## config.mk

```make
export PLATFORM = sky130hd
export DESIGN_NAME = resr_top
export DESIGN_NICKNAME = d
export VERILOG_FILES = /design/src/design/resr_pkg.sv /design/src/design/resr_axil_wr.sv /design/src/design/resr_irq.sv /design/src/design/resr_top.sv
export SDC_FILE = /design/constraint.sdc
export NUM_CORES = 1
export LEC_CHECK = 0
export BUFFER_PORTS_ARGS = -buffer_cell sky130_fd_sc_hd__buf_2
export CORE_MARGIN = 1
export CORE_UTILIZATION = 30
export CTS_CLUSTER_DIAMETER = 60
export DETAILED_ROUTE_END_ITERATION = 7
export GPL_ROUTABILITY_DRIVEN = 0
export PLACE_DENSITY = 0.48
export SETUP_SLACK_MARGIN = 0.3
export SLEW_MARGIN = 20
export SYNTH_ARGS = -nofsm -noshare
export SYNTH_HDL_FRONTEND = slang
export SYNTH_HIERARCHICAL = 1
export SYNTH_SLANG_ARGS = --single-unit
```

## constraint.sdc

```tcl
create_clock -name aclk -period 4.49 [get_ports aclk]
set_input_delay 0.6735 -clock aclk [delete_from_list [all_inputs] [get_ports aclk]]
set_output_delay 0.6735 -clock aclk [all_outputs]
set_load 0.005 [all_outputs]
```

## src/design/resr_pkg.sv

```systemverilog
// constants for the error status record block
// assumes an axi4-lite slave with 32-bit data on a single clock
package resr_pkg;
  localparam logic [15:0] ADDR_STATUS = 16'h8e90;
  localparam logic [15:0] ADDR_IRQ_STATUS = 16'h8ea0;
  localparam logic [15:0] ADDR_IRQ_ENABLE = 16'h8ea4;
  localparam logic [15:0] ADDR_IRQ_CLEAR = 16'h8ea8;
  localparam logic [15:0] ADDR_ACCESS_CTRL = 16'h8eb0;
  localparam int BIT_VALID = 30;
  localparam int BIT_UNFIXED = 29;
  localparam int BIT_ABORT = 28;
  localparam int BIT_OVERFLOW = 27;
  localparam int BIT_CE_HI = 25;
  localparam int BIT_CE_LO = 24;
  localparam int BIT_POSTPONED = 23;
  localparam int BIT_POISON = 22;
  localparam int BIT_TYPE_HI = 21;
  localparam int BIT_TYPE_LO = 20;
  localparam logic [1:0] CE_NONE = 2'h0;
  localparam logic [1:0] CE_SOME = 2'h2;
  localparam logic [1:0] CE_CLEAR = 2'h3;
  localparam logic [1:0] TYPE_UNCONTAINABLE = 2'h0;
  localparam logic [1:0] TYPE_RECOVERABLE = 2'h3;
  localparam logic [31:0] STATUS_RESET = 32'h0;
  localparam int IRQ_UNFIXED = 0;
  localparam int IRQ_POSTPONED = 1;
  localparam int IRQ_CORRECTED = 2;
  localparam int IRQ_OVERFLOW = 3;
  localparam int IRQ_W = 4;
  localparam logic [1:0] RESP_OKAY = 2'h0;
  localparam logic [1:0] RESP_SLVERR = 2'h2;
  localparam logic ACCESS_RESET = 1'b0;
endpackage

```

## src/design/resr_axil_wr.sv

```systemverilog
// axi4-lite write channel capture: holds address, data and strobes
// assumes the master keeps valid and payload until taken
`timescale 1ns/1ps
module resr_axil_wr (
  input wire logic aclk,
  input wire logic aresetn,
  input wire logic [15:0] awaddr,
  input wire logic awprot_ns,
  input wire logic awvalid,
  output logic awready,
  input wire logic [31:0] wdata,
  input wire logic [3:0] wstrb,
  input wire logic wvalid,
  output logic wready,
  input wire logic done,
  output logic req,
  output logic [15:0] addr,
  output logic ns,
  output logic [31:0] data,
  output logic [3:0] strb
);
  logic have_a, have_d, next_have_a, next_have_d;
  logic [15:0] next_addr;
  logic next_ns;
  logic [31:0] next_data;
  logic [3:0] next_strb;
  logic aw_open, w_open, next_aw_open, next_w_open;

  always_comb begin
    next_have_a = have_a;
    next_have_d = have_d;
    next_addr = addr;
    next_ns = ns;
    next_data = data;
    next_strb = strb;
    if (done) begin
      next_have_a = 1'b0;
      next_have_d = 1'b0;
    end else begin
      if (awvalid && awready) begin
        next_have_a = 1'b1;
        next_addr = awaddr;
        next_ns = awprot_ns;
      end
      if (wvalid && wready) begin
        next_have_d = 1'b1;
        next_data = wdata;
        next_strb = wstrb;
      end
    end
    next_aw_open = !next_have_a;
    next_w_open = !next_have_d;
  end

  always_ff @(posedge aclk) begin
    if (!aresetn) begin
      have_a <= 1'b0;
      have_d <= 1'b0;
      addr <= 16'h0;
      ns <= 1'b0;
      data <= 32'h0;
      strb <= 4'h0;
      aw_open <= 1'b0;
      w_open <= 1'b0;
    end else begin
      have_a <= next_have_a;
      have_d <= next_have_d;
      addr <= next_addr;
      ns <= next_ns;
      data <= next_data;
      strb <= next_strb;
      aw_open <= next_aw_open;
      w_open <= next_w_open;
    end
  end

  // ready from a flop, low in reset; open only while the slot is empty
  assign awready = aw_open;
  assign wready = w_open;
  assign req = have_a && have_d;
endmodule

```

## src/design/resr_irq.sv

```systemverilog
// sticky interrupt status with enable and write-one-to-clear
// assumes events are one-cycle pulses on the same clock
`timescale 1ns/1ps
module resr_irq (
  input wire logic aclk,
  input wire logic aresetn,
  input wire logic [3:0] events,
  input wire logic [3:0] clear,
  input wire logic enable_we,
  input wire logic [3:0] enable_wdata,
  output logic [3:0] status,
  output logic [3:0] enable,
  output logic irq
);
  logic [3:0] next_status, next_enable;
  logic next_irq;

  always_comb begin
    // set beats clear so an event in the clearing cycle survives
    next_status = (status & ~clear) | events;
    next_enable = enable_we ? enable_wdata : enable;
    next_irq = |(next_status & next_enable);
  end

  always_ff @(posedge aclk) begin
    if (!aresetn) begin
      status <= 4'h0;
      enable <= 4'h0;
      irq <= 1'b0;
    end else begin
      status <= next_status;
      enable <= next_enable;
      irq <= next_irq;
    end
  end
endmodule

```

## src/design/resr_top.sv

```systemverilog
// error status record with axi4-lite register access and interrupt
// assumes error sources pulse on aclk; awprot[1]/arprot[1] mark nonsecure
//
// The AXI4-Lite interface to the registers was left to the implementer.
`timescale 1ns/1ps
module resr_top (
  input wire logic aclk,
  input wire logic aresetn,
  input wire logic [15:0] s_axil_awaddr,
  input wire logic [2:0] s_axil_awprot,
  input wire logic s_axil_awvalid,
  output logic s_axil_awready,
  input wire logic [31:0] s_axil_wdata,
  input wire logic [3:0] s_axil_wstrb,
  input wire logic s_axil_wvalid,
  output logic s_axil_wready,
  output logic [1:0] s_axil_bresp,
  output logic s_axil_bvalid,
  input wire logic s_axil_bready,
  input wire logic [15:0] s_axil_araddr,
  input wire logic [2:0] s_axil_arprot,
  input wire logic s_axil_arvalid,
  output logic s_axil_arready,
  output logic [31:0] s_axil_rdata,
  output logic [1:0] s_axil_rresp,
  output logic s_axil_rvalid,
  input wire logic s_axil_rready,
  input wire logic err_uncorrected,
  input wire logic err_uncontainable,
  input wire logic err_deferred,
  input wire logic err_corrected,
  input wire logic err_poison,
  input wire logic err_abort,
  output logic irq
);
  logic wr_req, wr_ns, wr_done;
  logic [15:0] wr_addr;
  logic [31:0] wr_data;
  logic [3:0] wr_strb;
  logic valid, unfixed, abort_signaled, overflow_flag, postponed_flag, poison_flag;
  logic [1:0] corrected, uncorrected_type;
  logic nonsecure_reliability_access;
  logic next_valid, next_unfixed, next_abort, next_overflow, next_postponed, next_poison;
  logic [1:0] next_corrected, next_uncorrected_type;
  logic next_access;
  logic [1:0] next_bresp, next_rresp;
  logic next_bvalid, next_rvalid, next_arready;
  logic [31:0] next_rdata;
  logic [3:0] irq_status, irq_enable, irq_clear, irq_events;
  logic irq_en_we;
  logic sw_ok, st_we, wr_busy;

  function automatic logic [31:0] status_word(input logic v, input logic ufx, input logic abt,
    input logic ofl, input logic [1:0] ce, input logic pst, input logic psn,
    input logic [1:0] ty);
    logic [31:0] w;
    w = 32'h0;
    w[resr_pkg::BIT_VALID] = v;
    w[resr_pkg::BIT_UNFIXED] = ufx;
    w[resr_pkg::BIT_ABORT] = abt;
    w[resr_pkg::BIT_OVERFLOW] = ofl;
    w[resr_pkg::BIT_CE_HI:resr_pkg::BIT_CE_LO] = ce;
    w[resr_pkg::BIT_POSTPONED] = pst;
    w[resr_pkg::BIT_POISON] = psn;
    w[resr_pkg::BIT_TYPE_HI:resr_pkg::BIT_TYPE_LO] = ty;
    return w;
  endfunction

  resr_axil_wr u_wr (
    .aclk(aclk),
    .aresetn(aresetn),
    .awaddr(s_axil_awaddr),
    .awprot_ns(s_axil_awprot[1]),
    .awvalid(s_axil_awvalid),
    .awready(s_axil_awready),
    .wdata(s_axil_wdata),
    .wstrb(s_axil_wstrb),
    .wvalid(s_axil_wvalid),
    .wready(s_axil_wready),
    .done(wr_done),
    .req(wr_req),
    .addr(wr_addr),
    .ns(wr_ns),
    .data(wr_data),
    .strb(wr_strb)
  );

  // write acts once, in the cycle the response is raised
  assign wr_busy = s_axil_bvalid;
  assign wr_done = wr_req && !wr_busy;
  assign sw_ok = !wr_ns || nonsecure_reliability_access;
  assign st_we = wr_done && sw_ok && wr_addr == resr_pkg::ADDR_STATUS && (&wr_strb[3:2]);
  assign irq_en_we = wr_done && sw_ok && wr_addr == resr_pkg::ADDR_IRQ_ENABLE && wr_strb[0];
  assign irq_clear = (wr_done && sw_ok && wr_addr == resr_pkg::ADDR_IRQ_CLEAR && wr_strb[0]) ?
    wr_data[3:0] : 4'h0;

  // record update
  always_comb begin
    logic clr_v, clr_uf, clr_of, clr_ce, clr_pp, of_kept;
    logic ce_upd;
    clr_v = 1'b0;
    clr_uf = 1'b0;
    clr_of = 1'b0;
    clr_ce = 1'b0;
    clr_pp = 1'b0;
    of_kept = 1'b0;
    ce_upd = 1'b0;
    next_valid = valid;
    next_unfixed = unfixed;
    next_abort = abort_signaled;
    next_overflow = overflow_flag;
    next_postponed = postponed_flag;
    next_poison = poison_flag;
    next_corrected = corrected;
    next_uncorrected_type = uncorrected_type;
    next_access = nonsecure_reliability_access;
    if (st_we) begin
      clr_of = wr_data[resr_pkg::BIT_OVERFLOW];
      of_kept = overflow_flag && !clr_of;
      clr_uf = wr_data[resr_pkg::BIT_UNFIXED] && !of_kept;
      clr_pp = wr_data[resr_pkg::BIT_POSTPONED] && !of_kept;
      clr_ce = wr_data[resr_pkg::BIT_CE_HI:resr_pkg::BIT_CE_LO] == resr_pkg::CE_CLEAR
        && !of_kept;
      // valid guarded by flags left standing after this write
      clr_v = wr_data[resr_pkg::BIT_VALID] && !((unfixed && !clr_uf) ||
        (postponed_flag && !clr_pp) || (corrected != resr_pkg::CE_NONE && !clr_ce));
    end
    if (clr_v) next_valid = 1'b0;
    if (clr_uf) next_unfixed = 1'b0;
    if (clr_pp) next_postponed = 1'b0;
    if (clr_ce) next_corrected = resr_pkg::CE_NONE;
    if (clr_of) next_overflow = 1'b0;
    if (clr_v) begin
      next_abort = 1'b0;
      next_poison = 1'b0;
      next_uncorrected_type = resr_pkg::TYPE_UNCONTAINABLE;
    end
    // hardware sets applied last so they win over clears
    ce_upd = err_corrected && corrected != resr_pkg::CE_NONE;
    if ((err_uncorrected && unfixed) ||
        (err_deferred && (postponed_flag || unfixed)) ||
        (err_corrected && (postponed_flag || unfixed || ce_upd))) begin
      next_overflow = 1'b1;
    end
    if (err_uncorrected) begin
      next_unfixed = 1'b1;
      if (!unfixed) begin
        // first uncorrected error owns the syndrome
        next_uncorrected_type = err_uncontainable ? resr_pkg::TYPE_UNCONTAINABLE :
          resr_pkg::TYPE_RECOVERABLE;
        next_poison = err_poison;
      end
    end
    if (err_deferred) begin
      next_postponed = 1'b1;
      if (!unfixed && !err_uncorrected) next_poison = err_poison;
    end
    if (err_corrected) next_corrected = resr_pkg::CE_SOME;
    if (err_abort) next_abort = 1'b1;
    if (err_uncorrected || err_deferred || err_corrected) next_valid = 1'b1;
    if (wr_done && !wr_ns && wr_addr == resr_pkg::ADDR_ACCESS_CTRL && wr_strb[0]) begin
      next_access = wr_data[0];
    end
  end

  always_ff @(posedge aclk) begin
    if (!aresetn) begin
      valid <= 1'b0;
      unfixed <= 1'b0;
      abort_signaled <= 1'b0;
      overflow_flag <= 1'b0;
      postponed_flag <= 1'b0;
      poison_flag <= 1'b0;
      corrected <= resr_pkg::CE_NONE;
      uncorrected_type <= resr_pkg::TYPE_UNCONTAINABLE;
      nonsecure_reliability_access <= resr_pkg::ACCESS_RESET;
    end else begin
      valid <= next_valid;
      unfixed <= next_unfixed;
      abort_signaled <= next_abort;
      overflow_flag <= next_overflow;
      postponed_flag <= next_postponed;
      poison_flag <= next_poison;
      corrected <= next_corrected;
      uncorrected_type <= next_uncorrected_type;
      nonsecure_reliability_access <= next_access;
    end
  end

  assign irq_events = {next_overflow && !overflow_flag, err_corrected, err_deferred,
    err_uncorrected};

  resr_irq u_irq (
    .aclk(aclk),
    .aresetn(aresetn),
    .events(irq_events),
    .clear(irq_clear),
    .enable_we(irq_en_we),
    .enable_wdata(wr_data[3:0]),
    .status(irq_status),
    .enable(irq_enable),
    .irq(irq)
  );

  // bus responses; one outstanding of each kind
  always_comb begin
    logic rd_ok;
    logic is_map;
    rd_ok = !s_axil_arprot[1] || nonsecure_reliability_access;
    is_map = 1'b0;
    next_bvalid = s_axil_bvalid;
    next_bresp = s_axil_bresp;
    next_rvalid = s_axil_rvalid;
    next_rresp = s_axil_rresp;
    next_rdata = s_axil_rdata;
    if (s_axil_bvalid && s_axil_bready) next_bvalid = 1'b0;
    if (wr_done) begin
      next_bvalid = 1'b1;
      is_map = wr_addr == resr_pkg::ADDR_STATUS || wr_addr == resr_pkg::ADDR_IRQ_STATUS ||
        wr_addr == resr_pkg::ADDR_IRQ_ENABLE || wr_addr == resr_pkg::ADDR_IRQ_CLEAR ||
        wr_addr == resr_pkg::ADDR_ACCESS_CTRL;
      next_bresp = is_map ? resr_pkg::RESP_OKAY : resr_pkg::RESP_SLVERR;
    end
    if (s_axil_rvalid && s_axil_rready) next_rvalid = 1'b0;
    if (s_axil_arvalid && s_axil_arready) begin
      next_rvalid = 1'b1;
      next_rresp = resr_pkg::RESP_OKAY;
      unique case (s_axil_araddr)
        resr_pkg::ADDR_STATUS: next_rdata = rd_ok ? status_word(valid, unfixed,
          abort_signaled, overflow_flag, corrected, postponed_flag, poison_flag,
          uncorrected_type) : 32'h0;
        resr_pkg::ADDR_IRQ_STATUS: next_rdata = rd_ok ? {28'h0, irq_status} : 32'h0;
        resr_pkg::ADDR_IRQ_ENABLE: next_rdata = rd_ok ? {28'h0, irq_enable} : 32'h0;
        resr_pkg::ADDR_IRQ_CLEAR: next_rdata = 32'h0;
        resr_pkg::ADDR_ACCESS_CTRL: next_rdata = s_axil_arprot[1] ? 32'h0 :
          {31'h0, nonsecure_reliability_access};
        default: begin
          next_rdata = 32'h0;
          next_rresp = resr_pkg::RESP_SLVERR;
        end
      endcase
    end
    next_arready = !next_rvalid && !(s_axil_arvalid && s_axil_arready);
  end

  always_ff @(posedge aclk) begin
    if (!aresetn) begin
      s_axil_bvalid <= 1'b0;
      s_axil_bresp <= resr_pkg::RESP_OKAY;
      s_axil_rvalid <= 1'b0;
      s_axil_rresp <= resr_pkg::RESP_OKAY;
      s_axil_rdata <= 32'h0;
      s_axil_arready <= 1'b0;
    end else begin
      s_axil_bvalid <= next_bvalid;
      s_axil_bresp <= next_bresp;
      s_axil_rvalid <= next_rvalid;
      s_axil_rresp <= next_rresp;
      s_axil_rdata <= next_rdata;
      s_axil_arready <= next_arready;
    end
  end

  a_valid_follows: assert property (@(posedge aclk) disable iff (!aresetn)
    (err_uncorrected || err_deferred || err_corrected) |=> valid)
    else $error("valid not set after error");
  a_valid_guard: assert property (@(posedge aclk) disable iff (!aresetn)
    (unfixed && !err_uncorrected && !(st_we && wr_data[resr_pkg::BIT_UNFIXED]))
    |=> valid)
    else $error("valid lost while unfixed stands");
  a_reset_clear: assert property (@(posedge aclk)
    !aresetn |=> !valid && !unfixed && !overflow_flag && corrected == resr_pkg::CE_NONE)
    else $error("record not cleared by reset");
  a_unfixed_set: assert property (@(posedge aclk) disable iff (!aresetn)
    err_uncorrected |=> unfixed)
    else $error("unfixed not set after error");
  a_unfixed_guard: assert property (@(posedge aclk) disable iff (!aresetn)
    (unfixed && overflow_flag && !(st_we && wr_data[resr_pkg::BIT_OVERFLOW]))
    |=> unfixed)
    else $error("unfixed cleared under overflow");
  a_abort_sticky: assert property (@(posedge aclk) disable iff (!aresetn)
    err_abort |=> abort_signaled)
    else $error("abort not recorded");
  a_abort_hold: assert property (@(posedge aclk) disable iff (!aresetn)
    (abort_signaled && !(st_we && wr_data[resr_pkg::BIT_VALID])) |=> abort_signaled)
    else $error("abort cleared by direct write");
  a_of_unfixed: assert property (@(posedge aclk) disable iff (!aresetn)
    (err_uncorrected && unfixed) |=> overflow_flag)
    else $error("overflow missed on second uncorrected");
  a_of_deferred: assert property (@(posedge aclk) disable iff (!aresetn)
    (err_deferred && (postponed_flag || unfixed)) |=> overflow_flag)
    else $error("overflow missed on deferred");
  a_of_corrected: assert property (@(posedge aclk) disable iff (!aresetn)
    (err_corrected && (postponed_flag || unfixed || corrected != resr_pkg::CE_NONE))
    |=> overflow_flag)
    else $error("overflow missed on corrected");
  a_of_clear: assert property (@(posedge aclk) disable iff (!aresetn)
    (overflow_flag && !(st_we && wr_data[resr_pkg::BIT_OVERFLOW])) |=> overflow_flag)
    else $error("overflow dropped without clear");
  a_ce_encode: assert property (@(posedge aclk) disable iff (!aresetn)
    corrected == resr_pkg::CE_NONE || corrected == resr_pkg::CE_SOME)
    else $error("corrected field reserved code");
  a_ce_clear_only: assert property (@(posedge aclk) disable iff (!aresetn)
    (corrected == resr_pkg::CE_SOME &&
    !(st_we && wr_data[resr_pkg::BIT_CE_HI:resr_pkg::BIT_CE_LO] == resr_pkg::CE_CLEAR))
    |=> corrected == resr_pkg::CE_SOME)
    else $error("corrected field cleared without clear code");
  a_ce_guard: assert property (@(posedge aclk) disable iff (!aresetn)
    (corrected == resr_pkg::CE_SOME && overflow_flag &&
    !(st_we && wr_data[resr_pkg::BIT_OVERFLOW])) |=> corrected == resr_pkg::CE_SOME)
    else $error("corrected field cleared under overflow");
  a_postponed_hold: assert property (@(posedge aclk) disable iff (!aresetn)
    (postponed_flag && !(st_we && wr_data[resr_pkg::BIT_POSTPONED])) |=> postponed_flag)
    else $error("postponed cleared without write");
  a_postponed_guard: assert property (@(posedge aclk) disable iff (!aresetn)
    (postponed_flag && overflow_flag && !(st_we && wr_data[resr_pkg::BIT_OVERFLOW]))
    |=> postponed_flag)
    else $error("postponed cleared under overflow");
  a_poison_hold: assert property (@(posedge aclk) disable iff (!aresetn)
    (poison_flag && !err_uncorrected && !err_deferred &&
    !(st_we && wr_data[resr_pkg::BIT_VALID])) |=> poison_flag)
    else $error("poison changed without new error");
  a_ns_hidden: assert property (@(posedge aclk) disable iff (!aresetn)
    (s_axil_arvalid && s_axil_arready && s_axil_arprot[1] && !nonsecure_reliability_access
    && s_axil_araddr == resr_pkg::ADDR_STATUS) |=> s_axil_rdata == 32'h0)
    else $error("nonsecure read leaked");
  a_ns_write_drop: assert property (@(posedge aclk) disable iff (!aresetn)
    (wr_done && wr_ns && !nonsecure_reliability_access) |-> !st_we && !irq_en_we)
    else $error("nonsecure write not dropped");
  a_set_wins: assert property (@(posedge aclk) disable iff (!aresetn)
    err_deferred |=> postponed_flag)
    else $error("deferred set lost to clear");
  c_overflow: cover property (@(posedge aclk) disable iff (!aresetn) $rose(overflow_flag));
  c_clear_all: cover property (@(posedge aclk) disable iff (!aresetn) $fell(valid));
  c_irq: cover property (@(posedge aclk) disable iff (!aresetn) $rose(irq));
  c_set_over_clear: cover property (@(posedge aclk) disable iff (!aresetn)
    st_we && err_uncorrected && wr_data[resr_pkg::BIT_UNFIXED]);
  c_ns_refused: cover property (@(posedge aclk) disable iff (!aresetn)
    wr_done && wr_ns && !nonsecure_reliability_access);
endmodule
```

==> metrics.md <==
| Metric | Value |
|---|---|
| Area taken by flip-flops and latches | 1421 sq um |
| Chip Height | between 100 and 150 microns |
| ANT nets after route | 0 |
| Initial core utilization | 0.3091 |
| Via count | around 2600 |
| F_max | 412.8 MHz |
| Final Hold Vio Count | 0 |
| Total clock sinks | around 70 |
| Leak Pwr | around 1.7 nW |
| Final Max Tran Viols | 0 |
| Worst-Margin Slew | about 1000 ps |
| Clock transition at path regs | around 80 ps |
| WL/cell | between 10 and 15 microns |
| Place WS | about 2000 ps |
| Diode count | 0 |
| Final core occ | 0.3604 |
| Final HPWL DP | between 5 and 6 mm |
| Fin Clk Skew | 11.17 ps |
| # fillers | around 1200 |
| I/O pin count | 129 |
| Hold_buf cts | 0 |
| Setup-failing EPs final | 0 |
| Clock root cell | clkbuf_8 |
| Pre-Repair DR Iteration Count | 4 |
| Die Span X | between 100 and 150 microns |
| DR vias/cell | 4.457 |
| Post-CTS Setup Inserts | 0 |
| Nets@finish | roughly 530 |
| Final period util | 0.5395 |
| Largest net degree at the start of global routing | 69 |
| Largest fanout on the critical path | 5 |
| CP Class | register to register |
| Core Area | between 10000 and 15000 sq um |
| Sum of negative setup slack | 0 ps |
| Cells after Synth | 370 |
| Worst path arrival time | 2650 ps |
| Post-CTS Resized | 0 |
| RSZ-0062 raised after global routing | false |
| Status | completed |
| CP startpoint kind | register |
| Required time worst endpoint | 4720 ps |
| Syn. warnings | 6 |
| H-tree levels | 3 |
| Clock buffer count from CTS | 9 |
| Routed WL | approximately 7.0 mm |
| VDD IR-drop max | 167.1 uV |
| Share of cells above drive strength 1 | 0.2545 |
| Clock Tree Buf Depth | 2 |
| Remaining global-route overflow | 0 |
| Mean Syn Cell Area | 9.097 sq um |
| Area of the multi-input gates | ~1700 sq um |
| Area delta synth->final | 16.58% |
| GRT Util Overall | 0.1275 |
| Vias in the first global route | about 2500 |
| PortBufs | 80 |
| Cell Area, Synth | ~3400 sq um |
| Drt drc | 0 |
| Relative slew slack | 0.3283 |
| Final worst path period need | about 2400 ps |
| Initial antenna violation count | 0 |
| CP endpoint kind | register |
| Worst hold-check path type | register to register |
| Rows | 38 |
| PwrDens | around 350 nW/um^2 |
| Max_cap viols | 0 |
| Clk Latency, worst-skew pair | 350 ps |
| CTS tree | built |
| Setup ws final | ~2100 ps |
| DIE AREA | approximately 12000 sq um |
| Number of DRC markers after the initial detailed-route iteration | 86 |
| First-pass GRT wire length | 11.62 mm |
## final cells by class
type | count | area share
timing repair buffer | 82 | 0.1059
inverter | 5 | 0.004783
tap | 140 | 0.04464
clock inverter | 6 | 0.02392
clock buffer | 10 | 0.03253
multi-input combinational | 270 | 0.4260
sequential | 71 | 0.3622
## report_power, final
| group | switching (W) | internal [W] |
|---|---|---|
| registers | 0.0000187 | 0.000659 |
| clock network | 0.000252 | 0.000317 |
| logic | 0.0000699 | 0.0000613 |
| total | 0.000340 | 0.00104 |
## per-layer routing
metal  track usage  part of all wire
met5             0                 0
met4       0.03816            0.0083
met2        0.2166              0.45
met1        0.1497              0.47
met3       0.04600             0.068
## final timing paths
kind,start,to,slack [ps],cells past startpoint
worst max-delay path,u_wr/addr[13],u_irq/irq,2070,7
worst min-delay path,valid,valid,450,2
worst max register to register,u_wr/addr[13],u_irq/irq,2070,7
worst min register to register,valid,valid,450,2
## registers in the layout, indices dropped and copies added, names as in the netlist, 2 cells and up
signal,cells
u_wr/addr,16
s_axil_rdata,13
u_wr/data,10
u_irq/enable,4
u_irq/status,4
u_wr/strb,3
uncorrected_type,2
## through the flow
stage | std cells | total power [W] | area, sq um | hold slack, ps
2_1_floorplan | 390 | 0.0007975 | 3441 | 428.1
3_3_place_gp | 568 | 0.0008234 | 3702 | 437.4
3_5_place_dp | 568 | 0.0008256 | 3702 | 441.6
4_1_cts | 584 | 0.001401 | 3924 | 454.4
5_1_grt | 584 | 0.001451 | 3924 | 471.1
6_report | 584 | 0.001377 | 3924 | 449.6
## worst max-delay path, cell delays in order (launching register included)
cell and delay [ps]:
dfxtp_1 320, nor4b_2 360, nand4_2 210, nor3_1 460
and2_1 180, and2b_1 180, o21ba_1 170, o41a_1 410
## cell usage in the layout (no fill, tap or decap), types with 5 or more instances in the layout
cell type	count
a21oi_1	8
a22oi_1	9
and2_1	5
buf_2	80
clkbuf_8	9
conb_1	21
dfxtp_1	71
inv_1	5
mux2i_1	38
nand2_1	76
nand2b_1	7
nand3_1	9
nor2_1	16
nor2b_1	16
o21a_1	6
o21ai_0	7
o31ai_1	5
Power figures use the tool's default switching activity.
